## config.mk

```make
export PLATFORM = sky130hd
export DESIGN_NAME = shmc_top
export DESIGN_NICKNAME = d
export VERILOG_FILES = /design/src/verilog/shmc_cnt_ram.v /design/src/verilog/shmc_top.v
export VERILOG_INCLUDE_DIRS = /design/src /design/src/verilog
export SDC_FILE = /design/constraint.sdc
export NUM_CORES = 2
export LEC_CHECK = 0
export ABC_AREA = 0
export BUFFER_PORTS_ARGS = -buffer_cell sky130_fd_sc_hd__clkbuf_2
export CAP_MARGIN = 20
export CORE_ASPECT_RATIO = 0.75
export CORE_MARGIN = 1.5
export CORE_UTILIZATION = 52
export DETAILED_ROUTE_END_ITERATION = 10
export PLACE_DENSITY = 0.7
export SYNTH_ARGS = -nofsm -noshare
export SYNTH_HDL_FRONTEND = slang
export SYNTH_HIERARCHICAL = 1
export SYNTH_SLANG_ARGS = --single-unit
```

## constraint.sdc

```tcl
create_clock -name mclk_i -period 14.4 [get_ports mclk_i]
set_input_delay 0.72 -clock mclk_i [delete_from_list [all_inputs] [get_ports mclk_i]]
set_output_delay 0.72 -clock mclk_i [all_outputs]
set_load 0.03 [all_outputs]
```

## src/verilog/shmc_defines.vh

```
// constants for the half-duplex port mac control block
// assumes inclusion by bare name from the design files
`ifndef SHMC_DEFINES_VH
`define SHMC_DEFINES_VH
`define SHMC_REG_COLL_CTRL   12'h300
`define SHMC_REG_MAC_CTRL0   12'h330
`define SHMC_NOXDROP_BIT     0
`define SHMC_ALT_BO_BIT      7
`define SHMC_LEN_CHK_BIT     3
`define SHMC_COLL_CTRL_RST   8'h00
`define SHMC_MAC_CTRL0_RST   8'h00
`define SHMC_STAT_LATE_COL   8'h16
`define SHMC_SLOT_BITS       512
`define SHMC_SLOT_BYTES      7'h40
`define SHMC_MAX_ATTEMPTS    5'h10
`define SHMC_BO_LIMIT        4'ha
`define SHMC_MAX_LEN_VALUE   16'h05dc
`define SHMC_HDR_BYTES       16'h000e
`define SHMC_FCS_BYTES       16'h0004
`define SHMC_TAIL_BYTES      16'h0001
`define SHMC_LEN_HI_IDX      12'h00c
`define SHMC_LEN_LO_IDX      12'h00d
`define SHMC_SRC_SPI         2'h0
`define SHMC_SRC_I2C         2'h1
`define SHMC_SRC_IBA         2'h2
`define SHMC_SRC_MIIM        2'h3
`define SHMC_LFSR_SEED       16'hace1
`endif

```

## src/verilog/shmc_cnt_ram.v

```verilog
// small counter memory, one word per port
// assumes one clock; read data appear one cycle after the read strobe
`timescale 1ns/1ps
`default_nettype none
module shmc_cnt_ram #(
  parameter DEPTH = 5,
  parameter AW    = 3,
  parameter DW    = 32
) (
  input  wire          mclk_i,    // block clock
  input  wire          sys_rst_i, // async reset, high
  input  wire          we_i,      // write strobe
  input  wire [AW-1:0] waddr_i,   // write address
  input  wire [DW-1:0] wdata_i,   // write data
  input  wire          re_i,      // read strobe
  input  wire [AW-1:0] raddr_i,   // read address
  output reg  [DW-1:0] rdata_o    // registered read data
);
  reg [DW-1:0] mem [0:DEPTH-1];

  // array write, no reset on storage
  always @(posedge mclk_i) begin
    if (we_i)
      mem[waddr_i] <= wdata_i;
  end

  // registered read port
  always @(posedge mclk_i or posedge sys_rst_i) begin
    if (sys_rst_i)
      rdata_o <= {DW{1'b0}};
    else if (re_i)
      rdata_o <= mem[raddr_i];
  end
endmodule
`default_nettype wire

```

## src/verilog/shmc_top.v

```verilog
// half-duplex collision handling, late collision counting and rx length check
// assumes tx/rx strobes come from logic on mclk_i; col_i comes from a pin
`timescale 1ns/1ps
`default_nettype none
`include "shmc_defines.vh"
module shmc_top #(
  parameter NPORTS = 5,
  parameter PW     = 3,
  parameter CW     = 32
) (
  input  wire                 mclk_i,          // 250 MHz block clock
  input  wire                 sys_rst_i,       // async reset, high
  input  wire                 reg_wr_i,        // control register write
  input  wire                 reg_rd_i,        // control register read
  input  wire [1:0]           reg_src_i,       // management access source
  input  wire [11:0]          reg_addr_i,      // register byte address
  input  wire [7:0]           reg_wdata_i,     // write data
  output reg  [7:0]           reg_rdata_o,     // read data
  output reg                  reg_ack_o,       // access answered
  input  wire                 stat_rd_i,       // statistics read request
  input  wire [PW-1:0]        stat_port_i,     // port to read
  input  wire [7:0]           stat_index_i,    // statistics index
  output reg  [CW-1:0]        stat_rdata_o,    // statistics value
  output reg                  stat_ack_o,      // statistics answer
  input  wire                 tail_tag_en_i,   // ingress tail tagging on
  input  wire [NPORTS-1:0]    half_duplex_i,   // port in half duplex
  input  wire [NPORTS-1:0]    tx_active_i,     // frame on the wire
  input  wire [NPORTS-1:0]    tx_byte_i,       // one byte sent
  input  wire [NPORTS-1:0]    tx_ok_i,         // frame done cleanly
  input  wire [NPORTS-1:0]    col_i,           // collision pin
  output reg  [NPORTS-1:0]    tx_retry_o,      // back off and retry
  output reg  [NPORTS-1:0]    tx_drop_o,       // frame dropped
  output reg  [NPORTS-1:0]    late_col_o,      // late collision seen
  output reg  [NPORTS*10-1:0] backoff_slots_o, // slots to wait
  input  wire [NPORTS-1:0]    rx_valid_i,      // rx byte valid
  input  wire [NPORTS-1:0]    rx_sof_i,        // first byte
  input  wire [NPORTS-1:0]    rx_eof_i,        // last byte
  input  wire [NPORTS*8-1:0]  rx_data_i,       // rx bytes
  output reg  [NPORTS-1:0]    rx_discard_o,    // frame dropped
  output reg  [NPORTS-1:0]    rx_accept_o      // frame kept
);
  localparam [3:0] ST_CLR  = 4'b0001;
  localparam [3:0] ST_IDLE = 4'b0010;
  localparam [3:0] ST_INC  = 4'b0100;
  localparam [3:0] ST_SRD  = 4'b1000;
  // last counter word, cut to the pointer width where it is compared
  localparam integer LAST_PORT = NPORTS - 1;

  reg  [7:0]        coll_ctrl_q;
  reg  [7:0]        mac_ctrl0_q;
  reg  [NPORTS-1:0] pend_q;
  reg  [3:0]        state_q;
  reg  [PW-1:0]     ptr_q;
  wire [CW-1:0]     ram_rdata;
  reg               ram_we;
  reg  [PW-1:0]     ram_waddr;
  reg  [CW-1:0]     ram_wdata;
  reg               ram_re;
  reg  [PW-1:0]     ram_raddr;
  reg  [PW-1:0]     low_sel;

  wire no_xdrop = coll_ctrl_q[`SHMC_NOXDROP_BIT];
  wire alt_bo   = mac_ctrl0_q[`SHMC_ALT_BO_BIT];
  wire len_chk  = mac_ctrl0_q[`SHMC_LEN_CHK_BIT];

  // mask of the low k bits, k capped at the back-off limit
  function [9:0] bo_mask;
    input [4:0] k;
    begin
      bo_mask = (k >= {1'b0, `SHMC_BO_LIMIT}) ? 10'h3ff : ((10'h001 << k) - 10'h001);
    end
  endfunction

  // lowest pending port index
  function [PW-1:0] lowest;
    input [NPORTS-1:0] v;
    integer j;
    begin
      lowest = {PW{1'b0}};
      for (j = NPORTS - 1; j >= 0; j = j - 1)
        if (v[j])
          lowest = j[PW-1:0];
    end
  endfunction

  // control register writes and reads
  always @(posedge mclk_i or posedge sys_rst_i) begin
    if (sys_rst_i) begin
      coll_ctrl_q <= `SHMC_COLL_CTRL_RST;
      mac_ctrl0_q <= `SHMC_MAC_CTRL0_RST;
      reg_rdata_o <= 8'h00;
      reg_ack_o   <= 1'b0;
    end else begin
      reg_ack_o <= reg_wr_i | reg_rd_i;
      if (reg_wr_i && reg_src_i != `SHMC_SRC_MIIM) begin
        if (reg_addr_i == `SHMC_REG_COLL_CTRL)
          coll_ctrl_q <= reg_wdata_i;
        if (reg_addr_i == `SHMC_REG_MAC_CTRL0)
          mac_ctrl0_q <= reg_wdata_i;
      end
      if (reg_rd_i) begin
        if (reg_addr_i == `SHMC_REG_COLL_CTRL)
          reg_rdata_o <= coll_ctrl_q;
        else if (reg_addr_i == `SHMC_REG_MAC_CTRL0)
          reg_rdata_o <= mac_ctrl0_q;
        else
          reg_rdata_o <= 8'h00;
      end
    end
  end

  genvar p;
  generate
    for (p = 0; p < NPORTS; p = p + 1) begin : g_port
      reg        col_s1_q;
      reg        col_s2_q;
      reg        col_s3_q;
      reg  [6:0] byte_cnt_q;
      reg  [4:0] att_q;
      reg [15:0] lfsr_q;
      reg [11:0] rx_cnt_q;
      reg [15:0] len_q;
      // port index, cut to the lfsr width for the seed
      localparam integer PIDX = p;
      wire       col_rise = col_s2_q & ~col_s3_q;
      wire [4:0] att_nx   = att_q + 5'h01;
      wire [9:0] rev_bits = {lfsr_q[6], lfsr_q[7], lfsr_q[8], lfsr_q[9], lfsr_q[10],
                             lfsr_q[11], lfsr_q[12], lfsr_q[13], lfsr_q[14], lfsr_q[15]};
      wire [9:0] std_draw = lfsr_q[9:0];
      wire [9:0] alt_draw = rev_bits ^ {att_nx, att_nx};
      wire [11:0] rx_nx   = rx_sof_i[p] ? 12'h001 : rx_cnt_q + 12'h001;
      wire [7:0]  rx_byte = rx_data_i[p*8 +: 8];
      wire [15:0] meas    = {4'h0, rx_nx} - `SHMC_HDR_BYTES - `SHMC_FCS_BYTES
                            - (tail_tag_en_i ? `SHMC_TAIL_BYTES : 16'h0000);

      // collision pin synchroniser, edge taken past the second stage
      always @(posedge mclk_i or posedge sys_rst_i) begin
        if (sys_rst_i) begin
          col_s1_q <= 1'b0;
          col_s2_q <= 1'b0;
          col_s3_q <= 1'b0;
        end else begin
          col_s1_q <= col_i[p];
          col_s2_q <= col_s1_q;
          col_s3_q <= col_s2_q;
        end
      end

      always @(posedge mclk_i or posedge sys_rst_i) begin
        if (sys_rst_i) begin
          byte_cnt_q <= 7'h00;
          att_q      <= 5'h00;
          lfsr_q     <= `SHMC_LFSR_SEED ^ PIDX[15:0];
          tx_retry_o[p] <= 1'b0;
          tx_drop_o[p]  <= 1'b0;
          late_col_o[p] <= 1'b0;
          backoff_slots_o[p*10 +: 10] <= 10'h000;
        end else begin
          lfsr_q <= {lfsr_q[14:0], lfsr_q[15] ^ lfsr_q[14] ^ lfsr_q[12] ^ lfsr_q[3]};
          tx_retry_o[p] <= 1'b0;
          tx_drop_o[p]  <= 1'b0;
          late_col_o[p] <= 1'b0;
          if (!tx_active_i[p])
            byte_cnt_q <= 7'h00;
          else if (tx_byte_i[p] && byte_cnt_q < `SHMC_SLOT_BYTES)
            byte_cnt_q <= byte_cnt_q + 7'h01;
          if (tx_ok_i[p])
            att_q <= 5'h00;
          if (col_rise && tx_active_i[p] && half_duplex_i[p]) begin
            if (byte_cnt_q >= `SHMC_SLOT_BYTES) begin
              late_col_o[p] <= 1'b1;
            end else if (att_nx >= `SHMC_MAX_ATTEMPTS && !no_xdrop) begin
              tx_drop_o[p] <= 1'b1;
              att_q        <= 5'h00;
            end else begin
              tx_retry_o[p] <= 1'b1;
              att_q <= (att_nx >= `SHMC_MAX_ATTEMPTS) ? att_q : att_nx;
              backoff_slots_o[p*10 +: 10] <= (alt_bo ? alt_draw : std_draw) & bo_mask(att_nx);
            end
          end
        end
      end

      // receive length field check
      always @(posedge mclk_i or posedge sys_rst_i) begin
        if (sys_rst_i) begin
          rx_cnt_q <= 12'h000;
          len_q    <= 16'h0000;
          rx_discard_o[p] <= 1'b0;
          rx_accept_o[p]  <= 1'b0;
        end else begin
          rx_discard_o[p] <= 1'b0;
          rx_accept_o[p]  <= 1'b0;
          if (rx_valid_i[p]) begin
            rx_cnt_q <= rx_nx;
            if (rx_nx == `SHMC_LEN_HI_IDX + 12'h001)
              len_q[15:8] <= rx_byte;
            if (rx_nx == `SHMC_LEN_LO_IDX + 12'h001)
              len_q[7:0] <= rx_byte;
            if (rx_eof_i[p]) begin
              if (len_chk && len_q <= `SHMC_MAX_LEN_VALUE && meas != len_q)
                rx_discard_o[p] <= 1'b1;
              else
                rx_accept_o[p] <= 1'b1;
            end
          end
        end
      end
    end
  endgenerate

  // counter memory port steering
  always @* begin
    low_sel   = lowest(pend_q);
    ram_we    = 1'b0;
    ram_waddr = ptr_q;
    ram_wdata = {CW{1'b0}};
    ram_re    = 1'b0;
    ram_raddr = stat_port_i;
    case (state_q)
      ST_CLR: begin
        ram_we = 1'b1;
      end
      ST_IDLE: begin
        if (|pend_q) begin
          ram_re    = 1'b1;
          ram_raddr = low_sel;
        end else if (stat_rd_i && stat_index_i == `SHMC_STAT_LATE_COL) begin
          ram_re = 1'b1;
        end
      end
      ST_INC: begin
        ram_we    = 1'b1;
        ram_wdata = ram_rdata + {{(CW-1){1'b0}}, 1'b1};
      end
      default: begin
        ram_we = 1'b0;
      end
    endcase
  end

  // late collision counting and statistics reads
  always @(posedge mclk_i or posedge sys_rst_i) begin
    if (sys_rst_i) begin
      state_q      <= ST_CLR;
      ptr_q        <= {PW{1'b0}};
      pend_q       <= {NPORTS{1'b0}};
      stat_rdata_o <= {CW{1'b0}};
      stat_ack_o   <= 1'b0;
    end else begin
      stat_ack_o <= 1'b0;
      // set wins over the clear of the same port
      pend_q <= (pend_q & ~((state_q == ST_INC) ? ({{(NPORTS-1){1'b0}}, 1'b1} << ptr_q)
                                                 : {NPORTS{1'b0}})) | late_col_o;
      case (state_q)
        ST_CLR: begin
          ptr_q <= ptr_q + {{(PW-1){1'b0}}, 1'b1};
          if (ptr_q == LAST_PORT[PW-1:0]) begin
            ptr_q   <= {PW{1'b0}};
            state_q <= ST_IDLE;
          end
        end
        ST_IDLE: begin
          if (|pend_q) begin
            ptr_q   <= low_sel;
            state_q <= ST_INC;
          end else if (stat_rd_i) begin
            if (stat_index_i == `SHMC_STAT_LATE_COL) begin
              state_q <= ST_SRD;
            end else begin
              stat_rdata_o <= {CW{1'b0}};
              stat_ack_o   <= 1'b1;
            end
          end
        end
        ST_INC: begin
          state_q <= ST_IDLE;
        end
        ST_SRD: begin
          stat_rdata_o <= ram_rdata;
          stat_ack_o   <= 1'b1;
          state_q      <= ST_IDLE;
        end
        default: begin
          state_q <= ST_IDLE;
        end
      endcase
    end
  end

  // per-port late collision counters
  shmc_cnt_ram #(
    .DEPTH (NPORTS),
    .AW    (PW),
    .DW    (CW)
  ) u_cnt_ram (
    .mclk_i    (mclk_i),
    .sys_rst_i (sys_rst_i),
    .we_i      (ram_we),
    .waddr_i   (ram_waddr),
    .wdata_i   (ram_wdata),
    .re_i      (ram_re),
    .raddr_i   (ram_raddr),
    .rdata_o   (ram_rdata)
  );
endmodule
`default_nettype wire
```

# [Yosys cells after proc, flatten, opt, wreduce, memory -nomap -nowiden]
# Memories as Yosys holds them, arrays and structs flattened. A register that Yosys moved wholly into a read port is not among the register bits.
# Index checks and enable logic that the tools add are counted.
[word_totals] register_bits=440 mem_bits_rw=160 output_inout_bits=117 memories=1
[mem_list] name="u_cnt_ram.mem" depth=5 word_bits=32 rd=1 rd_clocked_by_memory_dff=1 write_ports=1 line_no="shmc_cnt_ram.v:19" source="reg [DW-1:0] mem [0:DEPTH-1];"
[classes] add_sub_neg=37 order_cmp=25 n_eq_ne=41 shift=6 mux=154 bitwise_logic=49 n_reduce_logical=57
[op_table] operator="$mux 5" n=26
[op_table] operator="$mux 32" n=4
[op_table] operator="$eq 12x4->1 const B" n=10
[op_table] operator="$mux 10" n=10
[op_table] operator="$le 16x11->1 const B" n=5
[op_table] operator="$mux 1" n=80
[op_table] operator="$ne 16x16->1" n=5
[op_table] operator="$mux 7" n=10
[op_table] operator="$sub 13x4->14 const B" n=5
[op_table] operator="$sub 12x4->13 const B" n=5
[op_table] operator="$pmux 32 s2" n=1
[op_table] operator="$sub 16x16->16" n=4
[op_table] operator="$add 12x1->12 const B" n=5
[op_table] operator="$mux 12" n=5
[op_table] operator="$and 10x10->10" n=5
[op_table] operator="$shl 1x5->10 const A" n=5
[op_table] operator="$sub 10x1->10 const B" n=5
[op_table] operator="$xor 10x10->10" n=5
[op_table] operator="$add 7x1->7 const B" n=5
[op_table] operator="$ge 7x7->1 const B" n=5
[op_table] operator="$lt 7x7->1 const B" n=5
[op_table] operator="$add 32x1->32 const B" n=1
[op_table] operator="$logic_and 1x1->1" n=32
[op_table] operator="$mux 3" n=9
[op_table] operator="36 further kinds" n=117

# [Longest topological paths before layout]
[logic_depth] depth_word=10 mapped_depth=20 mapped_depth_nobuf=18

# [Modules after synthesis]
# The synthesis kept the hierarchy.
[modules_own_cells] mod="shmc_top" instances=1 cells_each=2882 area_each_um2=27445.1
[modules_own_cells] mod="shmc_cnt_ram" instances=1 cells_each=345 area_each_um2=7124.3

# [Worst setup path after synthesis]
# OpenSTA, ideal clock, no wires.
[synth_path] kind="register to register" from="register state_q[0]" to="memory u_cnt_ram.mem[0][0] (enable)" setup_time_ns=0.513 arrival_time_ns=4.469 path_slack_ns=9.418 path_stages_with_launch=5 cell_sequence="dfstp_2 > clkbuf_1 > xnor2_1 > nor3_1 > nor4b_1"
[synth_between] elab_chain_cells=5
[synth_rtl] element="start, declared" line_no="shmc_top.v:52" source="reg [3:0] state_q;"
[synth_rtl] element="start signal, assigned" line_no="shmc_top.v:245" source="state_q <= ST_CLR;"
[synth_rtl] element="start signal, assigned" line_no="shmc_top.v:260" source="state_q <= ST_IDLE;"
[synth_rtl] element="start signal, assigned" line_no="shmc_top.v:266" source="state_q <= ST_INC;"
[synth_rtl] element="$eq 4x3->1 / $eq 4x1->1 (equally long branches)" line_no="shmc_top.v:220" source="case (state_q)"
[synth_rtl] element="$reduce_or 2->1 (no line) *"
[synth_rtl] element="$mux 1 *" line_no="shmc_top.v:220"
[synth_rtl] element="named net ram_we" line_no="shmc_top.v:55" source="reg ram_we;"
[synth_rtl] element="$mux 1 *" line_no="shmc_cnt_ram.v:23" source="if (we_i)"
[synth_rtl] element="$mux 1 (not written as such) *" line_no="shmc_cnt_ram.v:24" source="mem[waddr_i] <= wdata_i;"
[synth_rtl] element="end, declared" line_no="shmc_cnt_ram.v:19"
# The timed path passes the listed nets; every way through them passes the cells marked *.

# [Worst setup path in the final report]
[layout_path] from="register g_port[1].rx_cnt_q[0]" to="register rx_discard_o[1]"
[layout_between] elab_chain_cells=10
[layout_rtl] element="start, declared" line_no="shmc_top.v:121" source="reg [11:0] rx_cnt_q;"
[layout_rtl] element="start signal, assigned" line_no="shmc_top.v:195" source="rx_cnt_q <= rx_nx;"
[layout_rtl] element="$add 12x1->12" line_no="shmc_top.v:131" source="wire [11:0] rx_nx = rx_sof_i[p] ? 12'h001 : rx_cnt_q + 12'h001;"
[layout_rtl] element="$mux 12" line_no="shmc_top.v:131"
[layout_rtl] element="named net g_port[1].rx_nx[2]" line_no="shmc_top.v:131"
[layout_rtl] element="$sub 12x4->13 (no line)"
[layout_rtl] element="$sub 13x4->14 (no line)"
[layout_rtl] element="$sub 16x16->16" line_no="shmc_top.v:133" source="wire [15:0] meas = {4'h0, rx_nx} - `SHMC_HDR_BYTES - `SHMC_FCS_BYTES"
[layout_rtl] element="$ne 16x16->1" line_no="shmc_top.v:201" source="if (len_chk && len_q <= `SHMC_MAX_LEN_VALUE && meas != len_q)"
[layout_rtl] element="$logic_and 1x1->1" line_no="shmc_top.v:201"
[layout_rtl] element="$mux 1" line_no="shmc_top.v:201"
[layout_rtl] element="$mux 1" line_no="shmc_top.v:200" source="if (rx_eof_i[p]) begin"
[layout_rtl] element="$mux 1" line_no="shmc_top.v:194" source="if (rx_valid_i[p]) begin"
[layout_rtl] element="end signal, assigned by index" line_no="shmc_top.v:189" source="rx_discard_o[p] <= 1'b0;"
[layout_rtl] element="end signal, assigned by index" line_no="shmc_top.v:192" source="rx_discard_o[p] <= 1'b0;"
[layout_rtl] element="end signal, assigned by index" line_no="shmc_top.v:202" source="rx_discard_o[p] <= 1'b1;"
[layout_rtl] element="end, declared" line_no="shmc_top.v:39" source="output reg [NPORTS-1:0] rx_discard_o,"
# The timed path passes the listed nets, and every way through them passes these cells.
# A chain may end at the register's enable or synchronous reset.

==> flow_metrics.env <==
export IMPL_fin_crit_sh=0.346
export IMPL_status="finished, final reports clean"
export IMPL_cts_resized=0
export IMPL_cts_hold_buf=0
export IMPL_globalplace_congestion=0.917
export IMPL_dr_total_vias=25816
export IMPL_wl_mm=84.0
export IMPL_period_needed_ns=4.98
export IMPL_critPathArrivalTime_ns=5.48
export IMPL_grt_overflow_total=0
export IMPL_grt_pass1_vias=25069
export IMPL_dpl_instance_area_um2=36400
export IMPL_syn_nets=3431
export IMPL_antenna_cells=0
export IMPL_dpl_worst_slack_ns=9.39
export IMPL_critPathTopFamily="adder cells"
export IMPL_initial_core_util=0.528
export IMPL_detail_route_antenna_nets=0
export IMPL_grt_max_degree=184
export IMPL_synth_compound_area_frac=0.124
export IMPL_row_count=81
export IMPL_synthMuxAreaShare=0.0892
export IMPL_internal_power_uw=3320
export IMPL_cp_required_ns=14.90
export IMPL_synth_top_family_by_area="simple AND/OR/NAND/NOR gates"
export IMPL_tightest_slew_ns=1.19
export IMPL_synth_fa_ha_area_frac=0.0308
export IMPL_yosys_warnings=6
export IMPL_cts_sinks=632
export IMPL_drt_iter0_markers=2142
export IMPL_root_buffer="clkbuf_16"
export IMPL_crit_path_cell_trace="ha_1 > xnor2_1 > nor2_1 > ha_1 > xor2_1 > ha_1 > xnor3_1 > nor2_1 > nand2_1 > o21ai_0 > mux2_2 > a31oi_1 > o2111ai_1 > a211o_1 > nor2b_1"
export IMPL_routedWlPerCell_um=19.4
export IMPL_cts_made_buffers=66
export IMPL_fp_dieH_um=226
export IMPL_slowest_stage="ha_1"
export IMPL_synthToLayoutAreaGrowth_pct=11.7
export IMPL_rsz0062_at_grt="no"
export IMPL_cts_tree="built"
export IMPL_path_class="register to register"
export IMPL_seq_power_share=0.452
export IMPL_hold_violations=0
export IMPL_cp_common_cell="ha_1"
export IMPL_port_buffers=235
export IMPL_final_nets=3605
export IMPL_dp_hpwl_mm=58.3
export IMPL_fill_cells=5426
export IMPL_htreeDepth=3
export IMPL_relSlewSlack=0.206
export IMPL_hold_path_class="input pin to register"
export IMPL_vdd_drop_max_uv=79.8
export IMPL_clockBufferDepth=3
export IMPL_cp_num_buf_inv=0
export IMPL_max_cap_viol_count=0
export IMPL_synth_simple_gate_area_frac=0.156
export IMPL_synth_edf_count=160
export IMPL_fmax_ghz=0.201
export IMPL_skew_ns=0.0203
export IMPL_slew_viol_final=0
export IMPL_worstSkewPairLatency_ns=0.60
export IMPL_p_leak_uw=0.0162
export IMPL_grt_pass1_wl_mm=135
export IMPL_p_sw_frac=0.293
export IMPL_cp_max_fo=17
export IMPL_max_stage_delay_ns=0.66
export IMPL_final_common_cell="dfrtp_1"
export IMPL_yosysUniqueCellTypes=110
export IMPL_antenna_found_initial=2
export IMPL_ys_seq_area_frac=0.482
export IMPL_p_clk_frac=0.367
export IMPL_finalSetupViolCount=0
export IMPL_path_clk_slew_ns=0.07
export IMPL_endpoint_kind="register"
export IMPL_track_usage=0.245
export IMPL_cp_start_kind="register"
export IMPL_synth_flop_cell="dfrtp_1"
export IMPL_mostFrequentLayoutCells="429 x dfrtp_1, 259 x nand2_1, 239 x nor2_1"
export IMPL_ioPinCount=236
export IMPL_ys_ff_latch=632
export IMPL_cts_setup_buffers=0
export IMPL_core_area_um2=65500
export IMPL_drive_above_1_share=0.189
export IMPL_synth_async_sr_flop_share=0.747
export IMPL_first_pass_iters=6
export IMPL_p_comb_frac=0.181
export IMPL_fp_dieW_um=301
export IMPL_drc=0
export IMPL_final_area_um2=38600
export IMPL_p_sw_uw=1380
export IMPL_syn_area_um2=34600
export IMPL_fin_ws_ns=9.42
export IMPL_p_per_area_nw_per_um2=122
export IMPL_fin_util=0.590
export IMPL_tns_ns=0
export IMPL_fp_dieArea_um2=68100
export IMPL_vias_per_cell=5.97
export IMPL_syn_area_per_cell_um2=10.7
export IMPL_synth_xor_area_share=0.0859
export IMPL_syn_inst=3227
export IMPL_fin_total_pwr_uw=4700
power by group through the flow:
stage	Clock (uW)	Combinational [uW]	Sequential, uW
6_report	1720	851	2130
5_1_grt	1840	946	2140
4_1_cts	1760	850	2120
3_5_place_dp	0	842	2150
3_3_place_gp	0	816	2140
2_1_floorplan	0	683	2090
final timing paths:
path                                                         from                      endpoint  slack [ns]  cells after the start
worst max-delay path            g_port[1].rx_cnt_q[0]$_DFFE_PP0P_     rx_discard_o[1]$_DFF_PP0_        9.42                     15
worst min-delay path                                     col_i[1]  g_port[1].col_s1_q$_DFF_PP0_        0.22                      1
worst max register to register  g_port[1].rx_cnt_q[0]$_DFFE_PP0P_     rx_discard_o[1]$_DFF_PP0_        9.42                     15
worst min register to register       g_port[0].col_s1_q$_DFF_PP0_  g_port[0].col_s2_q$_DFF_PP0_        0.35                      0
max in group asynchronous                               sys_rst_i    mac_ctrl0_q[7]$_DFFE_PP0P_       12.61                      3
min in group asynchronous                               sys_rst_i   stat_rdata_o[6]$_DFFE_PP0P_        0.26                      2
cell families after synthesis:
| family | count (synthesis) |
|---|---|
| AOI/OAI and AO/OA | 626 |
| xor gates and xnor gates | 331 |
| adders and majority gates | 85 |
| buffers and inverters | 257 |
| DFF | 632 |
| muxes | 247 |
| and+or+nand+nor | 1049 |
metal layers:
layer | vias to the layer above | track usage | wire length, um | share of wire
li1 | 12109 | - | - | -
met1 | 12833 | 0.364 | 39300 | 0.47
met2 | 756 | 0.370 | 37600 | 0.45
met3 | 114 | 0.0460 | 5420 | 0.065
met4 | 4 | 0.0587 | 1600 | 0.019
met5 | - | 0 | 30 | 0.00036
cell type report:
cell class                 count  area [um^2]  area share
multi-input combinational   2338        16900       0.437
tap                          871         1090      0.0282
inverter                     103          394      0.0102
timing repair buffer         260         1390      0.0360
clock buffer                  98         1930      0.0498
sequential                   632        16700       0.432
clock inverter                24          273     0.00706
synth_stat cells, types with 85 or more instances:
master	instances	area, um^2
a21oi_1	117	586
clkbuf_1	110	413
dfrtp_1	430	10800
edfxtp_1	160	4800
ha_1	85	1060
inv_1	103	387
mux2_2	152	1710
nand2_1	262	983
nand3_1	103	515
nor2_1	239	897
o21ai_0	175	876
xnor2_1	195	1710
xor2_1	130	1140
flip-flops by register name, indices dropped and copies added, names as in the netlist, 4 cells and up:
| register | count |
|---|---|
| mac_ctrl0_q | 8 |
| g_port.rx_cnt_q | 60 |
| late_col_o | 5 |
| backoff_slots_o | 50 |
| reg_rdata_o | 8 |
| lowest.v | 5 |
| g_port.len_q | 80 |
| coll_ctrl_q | 8 |
| u_cnt_ram/rdata_o | 32 |
| u_cnt_ram/mem | 160 |
| tx_drop_o | 5 |
| g_port.lfsr_q | 80 |
| g_port.col_s2_q | 5 |
| g_port.att_q | 25 |
| g_port.col_s1_q | 5 |
| g_port.col_s3_q | 5 |
| tx_retry_o | 5 |
| stat_rdata_o | 32 |
| rx_accept_o | 5 |
| state_q | 4 |
| rx_discard_o | 5 |
| g_port.byte_cnt_q | 35 |
stage by stage:
| stage | hold WS (ns) | cells |
|---|---|---|
| 2_1_floorplan | 0.331 | 3227 |
| 3_3_place_gp | 0.334 | 4204 |
| 3_5_place_dp | 0.336 | 4204 |
| 4_1_cts | 0.186 | 4326 |
| 5_1_grt | 0.204 | 4326 |
| 6_report | 0.222 | 4326 |
(Power assumes the default switching activity.)
